===== config.mk =====
export PLATFORM = sky130hd
export DESIGN_NAME = gate_driver_protection_control
export DESIGN_NICKNAME = d
export VERILOG_FILES = /design/src/core/gdp_pkg.sv /design/src/core/gate_driver_protection_control.sv
export SDC_FILE = /design/constraint.sdc
export NUM_CORES = 1
export LEC_CHECK = 0
export ABC_AREA = 1
export ABC_CLOCK_PERIOD_IN_PS = 3200
export BUFFER_PORTS_ARGS = -buffer_cell sky130_fd_sc_hd__buf_2
export CAP_MARGIN = 20
export CORE_UTILIZATION = 50
export CTS_CLUSTER_SIZE = 30
export DETAILED_ROUTE_END_ITERATION = 10
export GPL_ROUTABILITY_DRIVEN = 0
export PLACE_DENSITY_LB_ADDON = 0.08
export SLEW_MARGIN = 5
export SYNTH_ARGS = -nofsm -noshare
export SYNTH_HDL_FRONTEND = slang
export SYNTH_SLANG_ARGS = --single-unit

===== constraint.sdc =====
create_clock -name CLK_I -period 3.2 [get_ports CLK_I]
set_clock_uncertainty 0.1 [all_clocks]
set_input_delay 0.48 -clock CLK_I [delete_from_list [all_inputs] [get_ports CLK_I]]
set_output_delay 0.48 -clock CLK_I [all_outputs]
set_load 0.02 [all_outputs]

===== src/core/gdp_pkg.sv =====
package gdp_pkg;

  // ----------------------------------------------------------------------
  // Clock and timing
  // ----------------------------------------------------------------------
  localparam int unsigned CLK_MHZ         = 200;
  localparam int unsigned WAKE_PULSE_US   = 56;
  localparam int unsigned WAKE_PULSE_CYC  = WAKE_PULSE_US * CLK_MHZ;
  localparam int unsigned RETRY_DELAY_US  = 1000;
  localparam int unsigned RETRY_DELAY_CYC = RETRY_DELAY_US * CLK_MHZ;
  localparam int unsigned PUMP_FILTER_US  = 10;
  localparam int unsigned PUMP_FILTER_CYC = PUMP_FILTER_US * CLK_MHZ;
  localparam int unsigned DS_FILTER_NS    = 1000;
  localparam int unsigned DS_FILTER_CYC   = (DS_FILTER_NS * CLK_MHZ) / 1000;
  localparam int unsigned DEAD_STEP_NS    = 50;
  localparam int unsigned DEAD_STEP_CYC   =
    (DEAD_STEP_NS * CLK_MHZ + 999) / 1000;

  // ----------------------------------------------------------------------
  // Register map (byte addresses) and field positions
  // ----------------------------------------------------------------------
  localparam logic [3:0] REG_CTRL   = 4'h0;
  localparam logic [3:0] REG_FLAGS  = 4'h4;
  localparam logic [3:0] REG_LIVE   = 4'h8;
  localparam int unsigned CTRL_W    = 15;
  localparam int unsigned GOSTBY_POS = 15;
  localparam logic [14:0] CTRL_RESET = 15'h0000;
  localparam logic [13:0] FLAGS_RESET = 14'h0001;
  localparam int unsigned LIVE_IGN_POS   = 0;
  localparam int unsigned LIVE_PUMP_NOT_READY_FLAG_POS  = 1;
  localparam int unsigned LIVE_RETRY_POS = 2;
  localparam int unsigned LIVE_MODE_POS  = 5;
  localparam int unsigned LIVE_MON_POS   = 7;
  localparam int unsigned LIVE_GSB_POS   = 13;

  // ----------------------------------------------------------------------
  // Carriers
  // ----------------------------------------------------------------------
  typedef struct packed {
    logic       go_unused;         // Bit 14 reads as zero.
    logic [3:0] dead_time_setting;
    logic [1:0] short_detect_threshold;
    logic [2:0] phase_sink_test_select;
    logic       offstate_monitor_enable;
    logic       short_shutdown_inhibit;
    logic       fast_sink_timing_select;
    logic       pump_off_bit;
    logic       thermal_mode_select;
  } ctrl_type;

  typedef struct packed {
    logic [2:0] lower_switch_short_flag;
    logic [2:0] upper_switch_short_flag;
    logic [2:0] shoot_through_flag;
    logic       pump_low_flag;
    logic       thermal_shutdown_second;
    logic       thermal_shutdown_first_or_warning_second;
    logic       thermal_warning_first;
    logic       disable_flag;
  } flags_type;

  typedef struct packed {
    logic       driver_off_pin;
    logic       ignition_wake_input;
    logic [2:0] high_side_input_n;
    logic [2:0] low_side_input;
    logic       temp_warn_first;
    logic       temp_shut_first;
    logic       temp_shut_second;
    logic       pump_below_low;
    logic       pump_ready;
    logic [2:0] upper_ds_over;
    logic [2:0] lower_ds_over;
  } pins_type;

  typedef struct packed {
    logic [2:0] high_gate_out;
    logic [2:0] low_gate_out;
    logic [2:0] fast_sink_high;
    logic [2:0] fast_sink_low;
  } gates_type;

  typedef enum logic [1:0] {
    MODE_ACTIVE, MODE_REG_STANDBY, MODE_RETRY, MODE_BAT_STANDBY
  } mode_type;

endpackage : gdp_pkg


===== src/core/gate_driver_protection_control.sv =====
// How it works
// - Driver-off pin low enables all gate drivers, high disables them.
// - Pin high latches disable flag; pin low and read-clear restore.
// - Ignition input high wakes the device; its live level is readable.
// - Normal mode: first warning threshold latches first warning flag.
// - Normal mode first shutdown: drivers, pump off, combined flag latched.
// - Normal mode second shutdown also stops regulator, latches its flag.
// - Each regulator stop counts up; delay restarts it; seven means standby.
// - Warning mode: second threshold only latches combined flag as warning.
// - Warning mode second shutdown: drivers, pump, regulator off, flag set.
// - Read-clear drops a thermal flag only below its threshold.
// - Wake from regulator standby: active, interrupt low about 56 us.
// - Pump off in standby, after thermal shutdown, or when pump-off bit set.
// - Pump low beyond filter time stops drivers, latches pump-low flag.
// - Not-ready flag holds until pump reports ready after startup.
// - Per-bridge control: high input active low, low input active high.
// - Minimum dead time inserted only when host dead time is shorter.
// - Both inputs of a bridge active turns both its gates off.
// - Both active beyond dead time: shoot-through flag, bridge disabled.
// - Fast sink one dead time after off, or when complement goes high.
// - Drain-source excess while sourcing latches short flag, may shut down.
// - Phase test bit selects sink test current instead of source current.
// - Off-state monitor: live unlatched results, no functional error bit.
// - Latched flags are mirrored into the global status byte categories.
`timescale 1ns/1ps
`default_nettype none
module gate_driver_protection_control
  import gdp_pkg::*;
#(
  parameter int unsigned WAKE_CYC  = WAKE_PULSE_CYC,
  parameter int unsigned RETRY_CYC = RETRY_DELAY_CYC
) (
  input  wire logic        CLK_I,              // 200 MHz clock.
  input  wire logic        RESET_N_I,          // Synchronous reset, low.
  input  wire logic        CE_I,               // Clock enable, freezes state.
  input  wire pins_type    PINS_I,             // Asynchronous pins, comparators.
  input  wire logic [3:0]  AVS_ADDRESS_I,      // Byte address.
  input  wire logic        AVS_READ_I,         // Read request.
  input  wire logic        AVS_WRITE_I,        // Write request.
  input  wire logic [3:0]  AVS_BYTEENABLE_I,   // Byte lanes.
  input  wire logic [31:0] AVS_WRITEDATA_I,    // Write data.
  output logic [31:0]      AVS_READDATA_O,     // Read data.
  output logic             AVS_WAITREQUEST_O,  // Stall.
  output gates_type        GATES_O,            // Gate and fast sink drives.
  output logic             PUMP_ENABLE_O,      // Charge pump on.
  output logic             REGULATOR_ENABLE_O, // Supply regulator on.
  output logic [2:0]       SINK_TEST_O,        // Phase node sink test select.
  output logic [1:0]       SHORT_THRESHOLD_O,  // Short threshold step.
  output logic             INTERRUPT_OUT_N_O,  // Wake pulse, active low.
  output logic [7:0]       GLOBAL_STATUS_O     // Category summary byte.
);

  // ----------------------------------------------------------------------
  // Input synchroniser
  // ----------------------------------------------------------------------
  pins_type pins_meta_q;
  pins_type s;

  // Stage one feeds only stage two so metastability never fans out.
  always_ff @(posedge CLK_I) begin
    if (!RESET_N_I) begin
      // Reset to the pull levels so no false input edge follows reset.
      pins_meta_q                   <= '0;
      s                             <= '0;
      pins_meta_q.driver_off_pin    <= 1'b1;
      pins_meta_q.high_side_input_n <= 3'h7;
      s.driver_off_pin              <= 1'b1;
      s.high_side_input_n           <= 3'h7;
    end else if (CE_I) begin
      pins_meta_q <= PINS_I;
      s           <= pins_meta_q;
    end
  end

  // ----------------------------------------------------------------------
  // Avalon-MM slave
  // ----------------------------------------------------------------------
  ctrl_type    ctrl_q;
  flags_type   flags_q;
  mode_type    mode_q;
  logic        ack_q;
  logic        req;
  logic        rd_clear;
  logic        go_standby;
  logic [15:0] ctrl_merged;
  logic [31:0] live;
  logic [7:0]  gsb_q;
  logic [2:0]  retry_q;
  logic        pump_not_ready_flag_q;
  logic [5:0]  mon_live;

  // Every access waits exactly one cycle, then completes.
  assign req               = AVS_READ_I | AVS_WRITE_I;
  assign AVS_WAITREQUEST_O = req & ~ack_q;
  assign rd_clear = ack_q & AVS_READ_I & (AVS_ADDRESS_I == REG_FLAGS);

  always_ff @(posedge CLK_I) begin
    if (!RESET_N_I) begin
      ack_q <= 1'b0;
    end else if (CE_I) begin
      ack_q <= req & ~ack_q;
    end
  end

  // Live view: readable state of the block itself.
  always_comb begin
    live                                  = '0;
    live[LIVE_IGN_POS]                    = s.ignition_wake_input;
    live[LIVE_PUMP_NOT_READY_FLAG_POS]                   = pump_not_ready_flag_q;
    live[LIVE_RETRY_POS +: 3]             = retry_q;
    live[LIVE_MODE_POS +: 2]              = mode_q;
    live[LIVE_MON_POS +: 6]               = mon_live;
    live[LIVE_GSB_POS +: 8]               = gsb_q;
  end

  // Read data is captured while waitrequest is high and stands at ack.
  always_ff @(posedge CLK_I) begin
    if (!RESET_N_I) begin
      AVS_READDATA_O <= '0;
    end else if (CE_I && AVS_READ_I && !ack_q) begin
      unique case (AVS_ADDRESS_I)
        REG_CTRL:  AVS_READDATA_O <= {17'h0, ctrl_q};
        REG_FLAGS: AVS_READDATA_O <= {18'h0, flags_q};
        REG_LIVE:  AVS_READDATA_O <= live;
        default:   AVS_READDATA_O <= '0;
      endcase
    end
  end

  // Byte-lane merge; the standby request bit is a one-shot, never stored.
  always_comb begin
    ctrl_merged = {1'b0, ctrl_q};
    if (AVS_BYTEENABLE_I[0]) begin
      ctrl_merged[7:0] = AVS_WRITEDATA_I[7:0];
    end
    if (AVS_BYTEENABLE_I[1]) begin
      ctrl_merged[15:8] = AVS_WRITEDATA_I[15:8];
    end
  end

  assign go_standby = ack_q & AVS_WRITE_I & (AVS_ADDRESS_I == REG_CTRL) &
                      ctrl_merged[GOSTBY_POS];

  always_ff @(posedge CLK_I) begin
    if (!RESET_N_I) begin
      ctrl_q <= ctrl_type'(CTRL_RESET);
    end else if (CE_I && ack_q && AVS_WRITE_I &&
                 AVS_ADDRESS_I == REG_CTRL) begin
      ctrl_q <= ctrl_type'({1'b0, ctrl_merged[13:0]});
    end
  end

  assign SINK_TEST_O       = ctrl_q.phase_sink_test_select;
  assign SHORT_THRESHOLD_O = ctrl_q.short_detect_threshold;

  // ----------------------------------------------------------------------
  // Operating mode, regulator retry and wake pulse
  // ----------------------------------------------------------------------
  logic [31:0] retry_cnt_q;
  logic [31:0] int_cnt_q;
  logic        int_act_q;
  logic        wake_reg;

  assign wake_reg = (mode_q == MODE_REG_STANDBY) & s.ignition_wake_input;

  always_ff @(posedge CLK_I) begin
    if (!RESET_N_I) begin
      mode_q      <= MODE_ACTIVE;
      retry_q     <= 3'h0;
      retry_cnt_q <= '0;
    end else if (CE_I) begin
      unique case (mode_q)
        MODE_ACTIVE: begin
          if (s.temp_shut_second) begin
            retry_q     <= retry_q + 3'h1;
            retry_cnt_q <= RETRY_CYC - 1;
            mode_q      <= (retry_q == 3'h6) ? MODE_BAT_STANDBY : MODE_RETRY;
          end else if (go_standby) begin
            mode_q <= MODE_REG_STANDBY;
          end
        end
        MODE_RETRY: begin
          if (retry_cnt_q == 0) begin
            mode_q <= MODE_ACTIVE;
          end else begin
            retry_cnt_q <= retry_cnt_q - 1;
          end
        end
        MODE_REG_STANDBY: begin
          if (wake_reg) begin
            mode_q <= MODE_ACTIVE;
          end
        end
        MODE_BAT_STANDBY: begin
          if (s.ignition_wake_input) begin
            mode_q  <= MODE_ACTIVE;
            retry_q <= 3'h0;
          end
        end
      endcase
    end
  end

  // The regulator goes dark only for the retry delay or battery standby.
  assign REGULATOR_ENABLE_O = (mode_q == MODE_ACTIVE) ||
                              (mode_q == MODE_REG_STANDBY);

  // Wake pulse lasts exactly WAKE_CYC cycles.
  always_ff @(posedge CLK_I) begin
    if (!RESET_N_I) begin
      int_cnt_q <= '0;
      int_act_q <= 1'b0;
    end else if (CE_I) begin
      if (wake_reg) begin
        int_cnt_q <= WAKE_CYC - 1;
        int_act_q <= 1'b1;
      end else if (int_cnt_q != 0) begin
        int_cnt_q <= int_cnt_q - 1;
      end else begin
        int_act_q <= 1'b0;
      end
    end
  end

  assign INTERRUPT_OUT_N_O = ~int_act_q;

  // ----------------------------------------------------------------------
  // Thermal, pump and driver enables
  // ----------------------------------------------------------------------
  logic        therm_sd;
  logic        drivers_on;
  logic        pump_en_q;
  logic [15:0] pump_cnt_q;
  logic        pump_low_cause;

  // Normal mode shuts down at the first threshold, warning mode at the
  // second only.
  assign therm_sd = ctrl_q.thermal_mode_select ?
                    flags_q.thermal_shutdown_second :
                    (flags_q.thermal_shutdown_first_or_warning_second |
                     flags_q.thermal_shutdown_second);

  assign drivers_on = (mode_q == MODE_ACTIVE) & ~s.driver_off_pin &
                      ~flags_q.disable_flag & ~therm_sd &
                      ~flags_q.pump_low_flag;

  always_ff @(posedge CLK_I) begin
    if (!RESET_N_I) begin
      pump_en_q <= 1'b0;
      pump_not_ready_flag_q    <= 1'b1;
    end else if (CE_I) begin
      pump_en_q <= (mode_q == MODE_ACTIVE) & ~therm_sd &
                   ~ctrl_q.pump_off_bit;
      pump_not_ready_flag_q    <= ~pump_en_q | (pump_not_ready_flag_q & ~s.pump_ready);
    end
  end

  assign PUMP_ENABLE_O = pump_en_q;

  // Pump-low filter: a dip must persist for the full filter time.
  always_ff @(posedge CLK_I) begin
    if (!RESET_N_I) begin
      pump_cnt_q <= '0;
    end else if (CE_I) begin
      if (!(pump_en_q && s.pump_below_low)) begin
        pump_cnt_q <= '0;
      end else if (!pump_low_cause) begin
        pump_cnt_q <= pump_cnt_q + 16'h0001;
      end
    end
  end

  assign pump_low_cause = (pump_cnt_q == 16'(PUMP_FILTER_CYC));

  // ----------------------------------------------------------------------
  // Half-bridge channels
  // ----------------------------------------------------------------------
  logic [7:0] dead_cyc;
  logic [2:0] st_cause;
  logic [2:0] hs_short_cause;
  logic [2:0] ls_short_cause;
  gates_type  gates;

  assign dead_cyc = 8'(({4'h0, ctrl_q.dead_time_setting} + 8'h01) *
                       DEAD_STEP_CYC);

  for (genvar p = 0; p < 3; p++) begin : g_phase
    logic       hi_q;
    logic       lo_q;
    logic       sink_hi_q;
    logic       sink_lo_q;
    logic [7:0] hi_off_q;
    logic [7:0] lo_off_q;
    logic [7:0] both_q;
    logic [7:0] dsh_q;
    logic [7:0] dsl_q;
    logic       hs_act;
    logic       ls_act;
    logic       phase_en;

    assign hs_act   = ~s.high_side_input_n[p];
    assign ls_act   = s.low_side_input[p];
    assign phase_en = drivers_on & ~flags_q.shoot_through_flag[p] &
                      ~(~ctrl_q.short_shutdown_inhibit &
                        (flags_q.upper_switch_short_flag[p] |
                         flags_q.lower_switch_short_flag[p]));

    // Gate turns on only once the other side has been off a dead time;
    // a longer host gap already satisfies the count, so adds nothing.
    always_ff @(posedge CLK_I) begin
      if (!RESET_N_I) begin
        hi_q <= 1'b0;
        lo_q <= 1'b0;
      end else if (CE_I) begin
        hi_q <= phase_en & hs_act & ~ls_act & ~lo_q &
                (lo_off_q >= dead_cyc);
        lo_q <= phase_en & ls_act & ~hs_act & ~hi_q &
                (hi_off_q >= dead_cyc);
      end
    end

    // Off-time counters start saturated so the first edge is not delayed.
    always_ff @(posedge CLK_I) begin
      if (!RESET_N_I) begin
        hi_off_q <= 8'hff;
        lo_off_q <= 8'hff;
      end else if (CE_I) begin
        hi_off_q <= hi_q ? 8'h00 : hi_off_q + {7'h0, hi_off_q != 8'hff};
        lo_off_q <= lo_q ? 8'h00 : lo_off_q + {7'h0, lo_off_q != 8'hff};
      end
    end

    // Fast sink after a dead time, or as soon as the complement is on.
    always_ff @(posedge CLK_I) begin
      if (!RESET_N_I) begin
        sink_hi_q <= 1'b1;
        sink_lo_q <= 1'b1;
      end else if (CE_I) begin
        sink_hi_q <= ~hi_q & (ctrl_q.fast_sink_timing_select ? lo_q :
                              (hi_off_q >= dead_cyc));
        sink_lo_q <= ~lo_q & (ctrl_q.fast_sink_timing_select ? hi_q :
                              (lo_off_q >= dead_cyc));
      end
    end

    // Both-active and drain-source filters saturate at their limits.
    always_ff @(posedge CLK_I) begin
      if (!RESET_N_I) begin
        both_q <= '0;
        dsh_q  <= '0;
        dsl_q  <= '0;
      end else if (CE_I) begin
        both_q <= (hs_act & ls_act) ?
                  both_q + {7'h0, both_q != 8'hff} : 8'h00;
        dsh_q  <= (hi_q & s.upper_ds_over[p]) ?
                  dsh_q + {7'h0, dsh_q != 8'(DS_FILTER_CYC)} : 8'h00;
        dsl_q  <= (lo_q & s.lower_ds_over[p]) ?
                  dsl_q + {7'h0, dsl_q != 8'(DS_FILTER_CYC)} : 8'h00;
      end
    end

    assign st_cause[p]       = hs_act & ls_act & (both_q >= dead_cyc);
    assign hs_short_cause[p] = (dsh_q == 8'(DS_FILTER_CYC));
    assign ls_short_cause[p] = (dsl_q == 8'(DS_FILTER_CYC));
    assign mon_live[p]       = ctrl_q.offstate_monitor_enable & ~hi_q &
                               s.upper_ds_over[p];
    assign mon_live[p + 3]   = ctrl_q.offstate_monitor_enable & ~lo_q &
                               s.lower_ds_over[p];
    assign gates.high_gate_out[p]  = hi_q;
    assign gates.low_gate_out[p]   = lo_q;
    assign gates.fast_sink_high[p] = sink_hi_q;
    assign gates.fast_sink_low[p]  = sink_lo_q;
  end

  assign GATES_O = gates;

  // ----------------------------------------------------------------------
  // Latched flags and status byte
  // ----------------------------------------------------------------------
  // A live cause re-sets its flag in the clear cycle, so set wins and a
  // flag only drops once its cause is gone.
  always_ff @(posedge CLK_I) begin
    if (!RESET_N_I) begin
      flags_q <= flags_type'(FLAGS_RESET);
    end else if (CE_I) begin
      flags_q.disable_flag <= s.driver_off_pin |
                              (flags_q.disable_flag & ~rd_clear);
      flags_q.thermal_warning_first <= s.temp_warn_first |
        (flags_q.thermal_warning_first & ~rd_clear);
      flags_q.thermal_shutdown_first_or_warning_second <=
        s.temp_shut_first |
        (flags_q.thermal_shutdown_first_or_warning_second &
         ~rd_clear);
      flags_q.thermal_shutdown_second <= s.temp_shut_second |
        (flags_q.thermal_shutdown_second & ~rd_clear);
      flags_q.pump_low_flag <= pump_low_cause |
        (flags_q.pump_low_flag & ~rd_clear);
      flags_q.shoot_through_flag <= st_cause |
        (flags_q.shoot_through_flag & {3{~rd_clear}});
      flags_q.upper_switch_short_flag <= hs_short_cause |
        (flags_q.upper_switch_short_flag & {3{~rd_clear}});
      flags_q.lower_switch_short_flag <= ls_short_cause |
        (flags_q.lower_switch_short_flag & {3{~rd_clear}});
    end
  end

  // Bit 0 functional, bit 1 device, bit 2 warning; off-state results
  // stay out on purpose.
  always_ff @(posedge CLK_I) begin
    if (!RESET_N_I) begin
      gsb_q <= '0;
    end else if (CE_I) begin
      gsb_q <= {5'h00,
        flags_q.thermal_warning_first |
          (ctrl_q.thermal_mode_select &
           flags_q.thermal_shutdown_first_or_warning_second),
        flags_q.disable_flag | therm_sd,
        flags_q.pump_low_flag | (|flags_q.shoot_through_flag) |
          (|flags_q.upper_switch_short_flag) |
          (|flags_q.lower_switch_short_flag)};
    end
  end

  assign GLOBAL_STATUS_O = gsb_q;
endmodule : gate_driver_protection_control
`default_nettype wire


* Word level (Yosys, flattened, before mapping)
Cells that the tools add are included.
W data, S select, Z words.
** Word-level totals
- Flip-flop bits (word level) :: 322
- Input port bits :: 64
- Logic and storage cells :: 345
** Cells by class
- Add/sub/neg operators :: 20
- Multipliers :: 1
- Order comparisons :: 9
- Equality and inequality tests :: 36
- Muxes and demuxes :: 43
- Bitwise logic cells :: 134
- Reductions and logical operators :: 26
** Operator list (number)
- $mux W32 :: 4
- $mux W8 :: 16
- $add A8 B1 Y8 :: 15
- $ne A8 B8 Y1 const B :: 15
- $and A1 B1 Y1 :: 83
- $ge A8 B8 Y1 :: 9
- $pmux W32 S2 :: 1
- $sub A32 B1 Y32 const B :: 2
- $eq A8 B8 Y1 const B :: 6
- $pmux W16 S3 :: 1
- $logic_not A32 Y1 :: 1
- $mux W16 :: 2
- $reduce_bool A32 Y1 :: 1
- $not A1 Y1 :: 29
- $add A16 B1 Y16 const B :: 1
- $eq A16 B11 Y1 const B :: 1
- $or A1 B1 Y1 :: 16
- $ne A2 B2 Y1 const B :: 7
- $mux W1 :: 10
- $mux W2 :: 5
- $reduce_and A2 Y1 :: 5
- $and A3 B3 Y3 :: 3
- $or A3 B3 Y3 :: 3
- $reduce_or A3 Y1 :: 3
- 20 further kinds :: 30

* Logic depth before layout (Yosys ltp)
Gate-level depths: netlist of the first run.
- Depth after elaboration :: 11
- Mapped depth :: 16
- Mapped depth without buffers :: 16

* Worst setup path before layout of the first run
OpenSTA, ideal clock, no wires.
- Path kind :: register to register
- From :: register ctrl_q[12] (netlist name)
- To :: register flags_q[7] (netlist name)
- Arrival :: 2.519 ns
- Required time :: 2.968 ns
- Path slack :: 0.449 ns
- Stages on the path, launching flop included :: 16
- Path buffers :: 0
- Period minus slack after synthesis :: 2.751 ns
- Cell sequence :: dfxtp_1 -> nand3_1 -> xor2_1 -> ha_1 -> ha_1 -> inv_1 -> fa_1 -> ha_1 -> a21oi_1 -> o21ai_0 -> inv_1 -> nand2_1 -> nand2_1 -> nand2_1 -> nand2_1 -> a21oi_1
** Between the ends
- Longest elaborated chain between the ends :: 5
** Ends and longest elaborated chain
- start: declaration :: line gate_driver_protection_control.sv:78 : ctrl_type ctrl_q;
- start signal: assignment :: line gate_driver_protection_control.sv:146 : ctrl_q <= ctrl_type'(CTRL_RESET);
- start signal: assignment :: line gate_driver_protection_control.sv:149 : ctrl_q <= ctrl_type'({1'b0, ctrl_merged[13:0]});
- $add A4 B1 Y5 :: line gate_driver_protection_control.sv:284 : assign dead_cyc = 8'(({4'h0, ctrl_q.dead_time_setting} + 8'h01) *
- $mul A5 B3 Y7 :: line gate_driver_protection_control.sv:284
- $ge A8 B8 Y1 :: line gate_driver_protection_control.sv:362 : assign st_cause[p] = hs_act & ls_act & (both_q >= dead_cyc);
- $and A1 B1 Y1 :: line gate_driver_protection_control.sv:362
- $or A3 B3 Y3 :: line gate_driver_protection_control.sv:398 : flags_q.shoot_through_flag <= st_cause |
- end signal: assignment :: line gate_driver_protection_control.sv:384 : flags_q <= flags_type'(FLAGS_RESET);
- end: declaration :: line gate_driver_protection_control.sv:79 : flags_type flags_q;
No other way between the ends.
A chain may end at the register's enable or synchronous reset.

* Worst setup path after layout of the first run
- From :: register ctrl_q[12] (netlist name)
- To :: register flags_q[6] (netlist name)
The elaborated chain is that of the path after synthesis.

==> impl_metrics.ini, run 1 <==
[layout]
finish.instance_area_mm2 = 0.0190
antennaDiodeCount = 0
instances_no_fill = 3088
finish.net_count = 2777
final_layout_size_suffix_gt1_share_pct = 7.88
area_delta_synth_final_pct = 10.6

[clocking]
max_clock_buf_depth = 3
tritoncts = yes
path_clk_slew_ns = 0.06
htree_num_levels = 2
cts_buffers = 35
post_cts_hold_buffer_count = 0
clkSinkCount = 306
clkLatencyLatePin_ns = 0.51
clock_tree.root_cell = sky130_fd_sc_hd__clkbuf_16

[min_path]
cells_on_worst_hold_path = 3
whs_endpoint = pins_meta_q[18]
hold_path_startpoint = PINS_I[18]
hold_crit_path_type = in -> reg

[logic_synthesis]
yosysWarnings = 0
number_of_standard_cells_after_synthesis = 2567
synth_edf_count = 0
synthMostInstantiatedCell = sky130_fd_sc_hd__nand2_1
synth_top_area_cell = sky130_fd_sc_hd__dfxtp_1
seq_area_frac_synth_pct = 35.7
synth.cell_area_mm2 = 0.0172
post_synth_num_cell_types = 46
synthFlopType = sky130_fd_sc_hd__dfxtp_1
synthDominantCellAreaShare_pct = 35.7
asr_flop_ratio_synth_pct = 0
post_synth.cell_area_avg_um2 = 6.69
ys_ff_latch = 306
synthTopCellsByCount = 633 x sky130_fd_sc_hd__nand2_1, 365 x sky130_fd_sc_hd__nor2_1, 306 x sky130_fd_sc_hd__dfxtp_1
synthTopCellsByArea = sky130_fd_sc_hd__dfxtp_1 36%, sky130_fd_sc_hd__nand2_1 14%, sky130_fd_sc_hd__nor2_1 8.0%

[flow_run]
drv_cap = 0

[grt]
met3_usage_pct = 2.80
grt_max_degree = 65
global_route.usage.met2_pct = 44.7
met1_use_gr_pct = 33.9
grt_remaining_overflow = 0
antenna_violations_before_repair = 0
grt.total_usage_pct = 25.9
gr-max-usage-layer = met2
grt_first_pass_wirelength_mm = 75.2
grt_pass1_vias = 15200

[timing]
worst-slew-pin-transition_ns = 0.771
maxSlewHeadroom_pct = 48.6
grt_setup_unrepaired = no
setup-violations-final = 0
report.final.hold_viol_count = 0
final.min_clock_period_ns = 2.96
fmax_mhz = 338
final_min_period_over_clock_period_pct = 92.5
number_of_max_slew_violations_in_the_final_report = 0

[setup_path]
worstRegToRegCells = 16
regToRegSetupSlack_ns = 0.24
timing.critical_path.slowest_stage_cell = sky130_fd_sc_hd__fa_2
critPathArrivalTime_ns = 3.23
worstSetupPathDepth = 16
critical_path_required_ns = 3.47
reg2reg_from = ctrl_q[12]
crit_path_start_kind = flop
critPathKind = reg -> reg
cpLargestDelayFamily = adder cells
worst_path_most_repeated_cell = sky130_fd_sc_hd__nand2_1
critPathMaxFanout = 9
critical_path.cell_chain = nand3_1, xor2_2, ha_1, ha_1, inv_2, fa_2, buf_12, ha_1, a21oi_1, o21ai_0, inv_1, nand2_1, nand2_1, nand2_1, nand2_1, a21oi_1
critical_path_s_largest_stage_delay_ns = 0.45
critical_path.n_buffers_inverters = 3
regToRegEndpoint = flags_q[6]
worst_setup_path_end_kind = flop

[pwr]
cellLeakagePower_uw = 0.00858
total_power_divided_by_cell_area_mw_per_mm2 = 759
vdd_ir_drop_max_v = 0.000560
total_power_uw = 14400

[floorplanning]
rows = 67
die_area_mm2 = 0.0351
core_mm2 = 0.0336
boundaryPins = 125
initial_core_util_pct = 51.1
dieHeight_um = 187
chipWidth_um = 187

[run_status]
outcome = finished, final reports clean

[placement]
placement.cell_area_mm2 = 0.0178
io_buffer_count = 84
place_inst = 3030
detailedPlacementHpwl_mm = 32.6

[routing]
drt_first_pass_iters = 5
number_of_vias_per_cell_after_detailed_routing = 5.25
final_antenna_net_count = 0
via_count = 16200
route.detailed.drc = 0
drtIter0Drc = 1010
route.detailed.wl_per_inst_um = 14.6
wl_mm = 45.2
==> through the flow <==
stage / setup WS (ns) / hold WS [ns] / utilization (%) / setup TNS (ns)
global route: 0.0113 / 0.0781 / 56.5 / 0
finish: 0.241 / 0.0782 / 56.5 / 0
global placement: 0.0853 / 0.339 / 53.0 / 0
floorplan: 0.449 / 0.314 / - / 0
CTS: 0.144 / 0.0677 / 56.4 / 0
detailed placement: -0.0383 / 0.338 / 53.0 / -0.0774
==> state kept, by name (all words and copies together) (netlist names), 9 cells and up <==
signal,flops
s,15
AVS_READDATA_O,16
flags_q,14
g_phase.both_q,24
g_phase.dsh_q,24
pump_cnt_q,16
retry_cnt_q,32
g_phase.lo_off_q,24
g_phase.hi_off_q,24
ctrl_q,9
pins_meta_q,19
g_phase.dsl_q,24
int_cnt_q,32
==> worst min-delay path, delay by kind of cell <==
| kind | cells | cell delay, ns |
|---|---|---|
| buffers and inverters | 1 | 0.08 |
| AND/OR/NAND/NOR | 2 | 0.10 |
==> how the worst max path moves through the flow <==
stage,startpoint,endpoint,slack (ns)
2_1_floorplan,ctrl_q[12],flags_q[7],0.45
3_3_place_gp,ctrl_q[12],flags_q[6],0.09
3_5_place_dp,ctrl_q[10],flags_q[6],-0.04
4_1_cts,ctrl_q[10],flags_q[6],0.14
5_1_grt,ctrl_q[12],g_phase[2].sink_lo_q,0.01
6_report,ctrl_q[12],flags_q[6],0.24
==> cells by family (layout without fill, tap and decap cells) <==
kind of cell             count (synthesis)  in the layout  share of synthesized area, %
AND/OR/NAND/NOR                       1302           1302                          32.0
AO/OA/AOI/OAI                          413            413                          13.0
buffers and inverters                  410            462                          10.2
flip-flops                             306            306                          35.7
adder cells (fa/ha/maj)                 93             93                          6.82
XOR/XNOR                                42             42                          2.19
other                                    1             22                        0.0218
==> routing by layer <==
metal	up-vias	part of all wire (%)
met4	0	2.5
met1	7454	46
met5	-	0
li1	8349	-
met2	345	47
met3	76	4.3
==> cells in the final DEF, fill, tap and decap left out, types with 21 or more instances in the layout <==
cell / instances
sky130_fd_sc_hd__a21oi_1: 219
sky130_fd_sc_hd__buf_2: 82
sky130_fd_sc_hd__buf_4: 22
sky130_fd_sc_hd__clkbuf_16: 37
sky130_fd_sc_hd__conb_1: 22
sky130_fd_sc_hd__dfxtp_1: 303
sky130_fd_sc_hd__ha_1: 92
sky130_fd_sc_hd__inv_1: 288
sky130_fd_sc_hd__nand2_1: 633
sky130_fd_sc_hd__nand3_1: 134
sky130_fd_sc_hd__nand4_1: 44
sky130_fd_sc_hd__nor2_1: 365
sky130_fd_sc_hd__nor3_1: 50
sky130_fd_sc_hd__o211ai_1: 21
sky130_fd_sc_hd__o21ai_0: 126
sky130_fd_sc_hd__or2_2: 22
sky130_fd_sc_hd__xor2_1: 29
==> report_power, final <==
part / internal (uW) / total, uW / switching (uW)
registers: 4370 / 4920 / 554
logic: 2030 / 5460 / 3430
clock network: 2440 / 4010 / 1570
total: 8840 / 14400 / 5560
==> final cells by class <==
cell class	instances	area [um^2]
fillers	3366	14600
multi-input cells	1872	9380
flip-flops and latches	306	6130
inverters	297	1120
clock buffers	53	1070
repair buffers	108	656
well taps	448	561
clock inverters	4	70.1
==> what timing repair did <==
item | 4_1_cts | 5_1_grt
pin swaps | 0 | 1
gates resized for setup | 1 | 6
setup buffers | 0 | 1
setup endpoints to repair | 4 | 10
Power figures use the tool's default switching activity.
==> run 2: changes to the inputs <==
Settings changed: RECOVER_POWER set to 100.
==> run 2 against run 1 <==
  * The run now ends with max-capacitance violations, max-slew violations left
  * Non-clock buffer count did not move
  * Clock power about the same
  * Die area unchanged
  * Critical path type unchanged
  * Critical path depth unchanged
  * Flip-flop and latch count unchanged
  * Register-to-register slack about the same
==> impl_metrics.ini, run 2 (synthesis gave the netlist of run 1 again) <==
[run_status]
outcome = finished, violations left
violations_in_the_final_reports = max-capacitance violations, max-slew violations

[placement]
place_inst = 3030
io_buffer_count = 84
detailedPlacementHpwl_mm = 32.6

[grt]
grt_remaining_overflow = 0
antenna_violations_before_repair = 0
grt_pass1_vias = 15200
grt_first_pass_wirelength_mm = 75.2
grt_max_degree = 65
grt.total_usage_pct = 25.9

[floorplanning]
dieHeight_um = 187
boundaryPins = 125
initial_core_util_pct = 51.1
chipWidth_um = 187
core_mm2 = 0.0336
rows = 67
die_area_mm2 = 0.0351

[clocking]
clkLatencyLatePin_ns = 0.51
cts_buffers = 35
clkSinkCount = 306
tritoncts = yes
path_clk_slew_ns = 0.06
post_cts_hold_buffer_count = 0
htree_num_levels = 2
clock_tree.root_cell = sky130_fd_sc_hd__clkbuf_16
max_clock_buf_depth = 3

[setup_path]
critical_path_required_ns = 3.47
worst_setup_path_end_kind = flop
regToRegSetupSlack_ns = 0.23
reg2reg_from = ctrl_q[12]
regToRegEndpoint = flags_q[6]
critPathMaxFanout = 9
crit_path_start_kind = flop
critPathArrivalTime_ns = 3.24
critPathKind = reg -> reg
worstRegToRegCells = 16

[pwr]
total_power_uw = 14400
total_power_divided_by_cell_area_mw_per_mm2 = 763
cellLeakagePower_uw = 0.00840
vdd_ir_drop_max_v = 0.000558

[timing]
fmax_mhz = 337
final.min_clock_period_ns = 2.97
worst-slew-pin-transition_ns = 1.68
grt_setup_unrepaired = no
number_of_max_slew_violations_in_the_final_report = 36
report.final.hold_viol_count = 0
setup-violations-final = 0
final_min_period_over_clock_period_pct = 92.7
maxSlewHeadroom_pct = -11.7

[layout]
final_common_cell = sky130_fd_sc_hd__nand2_1
final_layout_size_suffix_gt1_share_pct = 5.83
antennaDiodeCount = 0
finish.net_count = 2777
mostFrequentLayoutCells = 636 x sky130_fd_sc_hd__nand2_1, 367 x sky130_fd_sc_hd__nor2_1, 303 x sky130_fd_sc_hd__dfxtp_1
fin_util_pct = 56.0
instances_no_fill = 3088
area_delta_synth_final_pct = 9.70
layout_top_registers = int_cnt_q: 32 flops, retry_cnt_q: 32 flops

[min_path]
hold_crit_path_type = in -> reg
cells_on_worst_hold_path = 3
whs_endpoint = pins_meta_q[18]
hold_path_startpoint = PINS_I[18]

[routing]
met1Wirelength_mm = 21.0
via_count = 16200
met3WireLength_mm = 1.75
number_of_vias_per_cell_after_detailed_routing = 5.26
wl_met2_mm = 21.3
drtIter0Drc = 974
wl_mm = 45.3
final_antenna_net_count = 0
route.detailed.wl_per_inst_um = 14.7
highest-signal-layer = met4
route.detailed.drc = 0
drt_first_pass_iters = 5

[flow_run]
drv_cap = 1
==> run 2: worst max-delay path by stage <==
stage	from	to	cells past startpoint
after detailed placement	ctrl_q[10]	flags_q[6]	15
after global routing	ctrl_q[12]	g_phase[2].sink_lo_q	16
after global placement	ctrl_q[12]	flags_q[6]	15
after floorplan	ctrl_q[12]	flags_q[7]	15
after CTS	ctrl_q[10]	flags_q[6]	15
final	ctrl_q[12]	flags_q[6]	16
==> run 2: final cells by class <==
| class | instances | area [um^2] |
|---|---|---|
| clock buffer | 53 | 1070 |
| fill | 3388 | 14800 |
| multi-input combinational | 1872 | 9330 |
| timing repair buffer | 108 | 552 |
| tap | 448 | 561 |
| inverter | 297 | 1120 |
| sequential | 306 | 6130 |
| clock inverter | 4 | 70.1 |
==> run 2: metrics by stage <==
stage / TNS [ns] / setup WS [ns] / hold slack [ns] / instance area [um^2]
6_report: 0 / 0.234 / 0.0764 / 18800
5_1_grt: 0 / 0.0113 / 0.0781 / 18800
4_1_cts: 0 / 0.144 / 0.0677 / 18900
3_5_place_dp: -0.0774 / -0.0383 / 0.338 / 17800
3_3_place_gp: 0 / 0.0853 / 0.339 / 17800
2_1_floorplan: 0 / 0.449 / 0.314 / 17200
==> run 2: layer usage <==
layer | vias to the layer above | track usage, %
met5 | - | 0
met4 | 0 | 7.79
met3 | 79 | 2.80
met2 | 306 | 44.7
met1 | 7511 | 33.9
li1 | 8341 | -
==> run 2: timing repair <==
action,in CTS,in global routing
setup buffers,0,1
pin swaps,0,1
resized for setup,1,6
endpoints found under the setup margin,4,10
==> run 2: report_power, final <==
group | leakage (uW) | switching, uW | internal, uW
Combinational | 0.00534 | 3420 | 2000
Sequential | 0.00249 | 554 | 4370
Clock | 0.000559 | 1570 | 2440
Total | 0.00840 | 5550 | 8810
==> run 2: critical path, cell delays in order (launching register included) <==
cell	delay [ns]
sky130_fd_sc_hd__dfxtp_2	0.36
sky130_fd_sc_hd__nand3_1	0.12
sky130_fd_sc_hd__xor2_2	0.18
sky130_fd_sc_hd__ha_1	0.30
sky130_fd_sc_hd__ha_1	0.22
sky130_fd_sc_hd__inv_2	0.07
sky130_fd_sc_hd__fa_2	0.45
sky130_fd_sc_hd__buf_12	0.17
sky130_fd_sc_hd__ha_1	0.29
sky130_fd_sc_hd__a21oi_1	0.15
sky130_fd_sc_hd__o21ai_0	0.11
sky130_fd_sc_hd__inv_1	0.07
sky130_fd_sc_hd__nand2_1	0.05
sky130_fd_sc_hd__nand2_1	0.05
sky130_fd_sc_hd__nand2_1	0.05
sky130_fd_sc_hd__nand2_1	0.05
sky130_fd_sc_hd__a21oi_1	0.05
==> run 3: changes to the inputs <==
Settings changed: CELL_PAD_IN_SITES_DETAIL_PLACEMENT set to 1, CELL_PAD_IN_SITES_GLOBAL_PLACEMENT set to 1, CORE_UTILIZATION 50 to 44.
==> run 3 against run 2 <==
  * The flow still finishes with violations (max-capacitance violations, max-slew violations)
  * Critical path depth is 10 lower
  * Fmax is 2.6% lower
  * Global-route usage is 1.7 points higher
  * Critical endpoint is now s[8]
  * Highest routed layer unchanged
==> impl_metrics.ini, run 3 (synthesis gave the netlist of run 1 again) <==
[layout]
fin_util_pct = 49.8
area_delta_synth_final_pct = 10.4
final_common_cell = sky130_fd_sc_hd__nand2_1
finish.net_count = 2783
antennaDiodeCount = 0
mostFrequentLayoutCells = 636 x sky130_fd_sc_hd__nand2_1, 367 x sky130_fd_sc_hd__nor2_1, 305 x sky130_fd_sc_hd__dfxtp_1
layout_top_registers = int_cnt_q: 32 flops, retry_cnt_q: 32 flops
final_layout_size_suffix_gt1_share_pct = 5.74
instances_no_fill = 3160

[timing]
final_critical_path_setup_slack_ns = 0.154
finalSetupTns_ns = 0
report.final.hold_viol_count = 0
timing.hold.ws_ns = 0.0394
setup-violations-final = 0
fmax_mhz = 328
grt_setup_unrepaired = no
final_min_period_over_clock_period_pct = 95.2
worst-slew-pin-transition_ns = 1.96
maxSlewHeadroom_pct = -30.8
final.min_clock_period_ns = 3.05
number_of_max_slew_violations_in_the_final_report = 77

[grt]
grt_max_degree = 75
grt.total_usage_pct = 27.5
grt_remaining_overflow = 0
grt_pass1_vias = 17500
antenna_violations_before_repair = 0
grt_first_pass_wirelength_mm = 87.6

[setup_path]
critical_path_required_ns = 3.58
critical_path_s_largest_stage_delay_ns = 1.05
critPathArrivalTime_ns = 3.43
worst_setup_path_end_kind = flop
worstSetupPathDepth = 6
critical_path.n_buffers_inverters = 4
timing.critical_path.slowest_stage_cell = sky130_fd_sc_hd__clkbuf_2
critPathMaxFanout = 56
critical_path.cell_chain = buf_4, inv_4, clkbuf_2, clkbuf_1, o21ai_0, a21oi_1
critPathKind = in -> reg
cpLargestDelayFamily = buffers and inverters
worstRegToRegCells = 14
crit_path_start_kind = input pin
regToRegSetupSlack_ns = 0.22

[flow_run]
drv_cap = 2

[routing]
number_of_vias_per_cell_after_detailed_routing = 5.33
route.detailed.drc = 0
drt_first_pass_iters = 5
via_count = 16800
final_antenna_net_count = 0
route.detailed.wl_per_inst_um = 17.1
drtIter0Drc = 582
wl_mm = 54.0

[run_status]
outcome = finished, violations left
violations_in_the_final_reports = max-capacitance violations, max-slew violations

[pwr]
vdd_ir_drop_max_v = 0.000435
internal-power_uw = 8840
comb_power_share_pct = 38.5
power_frac_seq_pct = 33.5
total_power_divided_by_cell_area_mw_per_mm2 = 779
p_switching_uw = 5910
cellLeakagePower_uw = 0.00841
sw_frac_of_total_pct = 40.1
power.share.clock_pct = 28.0

[floorplanning]
dieHeight_um = 200
core_mm2 = 0.0380
chipWidth_um = 200
initial_core_util_pct = 45.1
boundaryPins = 125
die_area_mm2 = 0.0398
rows = 71

[clocking]
max_clock_buf_depth = 3
clock_tree.root_cell = sky130_fd_sc_hd__clkbuf_16
clkSinkCount = 306
path_clk_slew_ns = 0.06
htree_num_levels = 2
clkLatencyLatePin_ns = 0.56
cts_buffers = 38
tritoncts = yes

[placement]
place_inst = 3096
pre_cts_slack_ns = -0.0391
io_buffer_count = 84
detailedPlacementHpwl_mm = 39.6

[min_path]
cells_on_worst_hold_path = 3
hold_crit_path_type = in -> reg
[run 3: changes by cell type in the layout (fill, tap and decap cells not counted), moves of 2 or more]
cell	delta
sky130_fd_sc_hd__inv_2	-2
sky130_fd_sc_hd__buf_4	-2
sky130_fd_sc_hd__clkbuf_16	+2
sky130_fd_sc_hd__clkbuf_8	-2
sky130_fd_sc_hd__clkbuf_1	+7
sky130_fd_sc_hd__dfxtp_1	+2
[run 3: tightest hold or removal path, cell delays in order]
cell and delay [ns]:
sky130_fd_sc_hd__buf_2 0.08, sky130_fd_sc_hd__nand2_1 0.04, sky130_fd_sc_hd__nand3_1 0.06
[run 3: area by class of cell]
type | instances | area, um^2
repair buffers | 111 | 573
clock buffers | 57 | 1100
clock inverters | 6 | 61.3
fillers | 5130 | 19100
inverters | 297 | 1120
well taps | 511 | 639
multi-input cells | 1872 | 9330
flip-flops and latches | 306 | 6130
[run 3: repair_timing]
action,in CTS,in global routing
hold buffers,0,0
gates resized for setup,1,2
setup endpoints to repair,6,5
pin swaps,0,1
endpoints found under the hold margin,0,0
setup buffers,0,1
[run 3: final timing paths]
kind,start,to
worst max-delay path,CE_I,s[8]
worst min-delay path,PINS_I[16],pins_meta_q[16]
worst max register to register,ctrl_q[10],g_phase[0].sink_hi_q
worst min register to register,g_phase[1].dsh_q[7],g_phase[1].dsh_q[7]
[run 3: stage by stage]
stage	total power [uW]	instance area (um^2)
after floorplan	9300	17200
after global placement	10400	17900
after detailed placement	10700	17900
after CTS	14900	19100
after global routing	15900	19000
final	14800	19000
[run 3: power groups by stage]
stage	Combinational, uW	Sequential [uW]	Clock (uW)
2_1_floorplan	4480	4820	0
3_3_place_gp	5410	4980	0
3_5_place_dp	5710	5020	0
4_1_cts	5760	4940	4240
5_1_grt	6550	5030	4350
6_report	5680	4940	4140
[run 3: per-layer routing]
metal  part of all wire [%]  track usage [%]  vias to the layer above
met5                      0                0                        -
met4                    2.9             9.78                        0
met3                    3.2             3.12                       99
met2                     50             51.1                      239
met1                     44             32.4                     8129
li1                       -                -                     8376
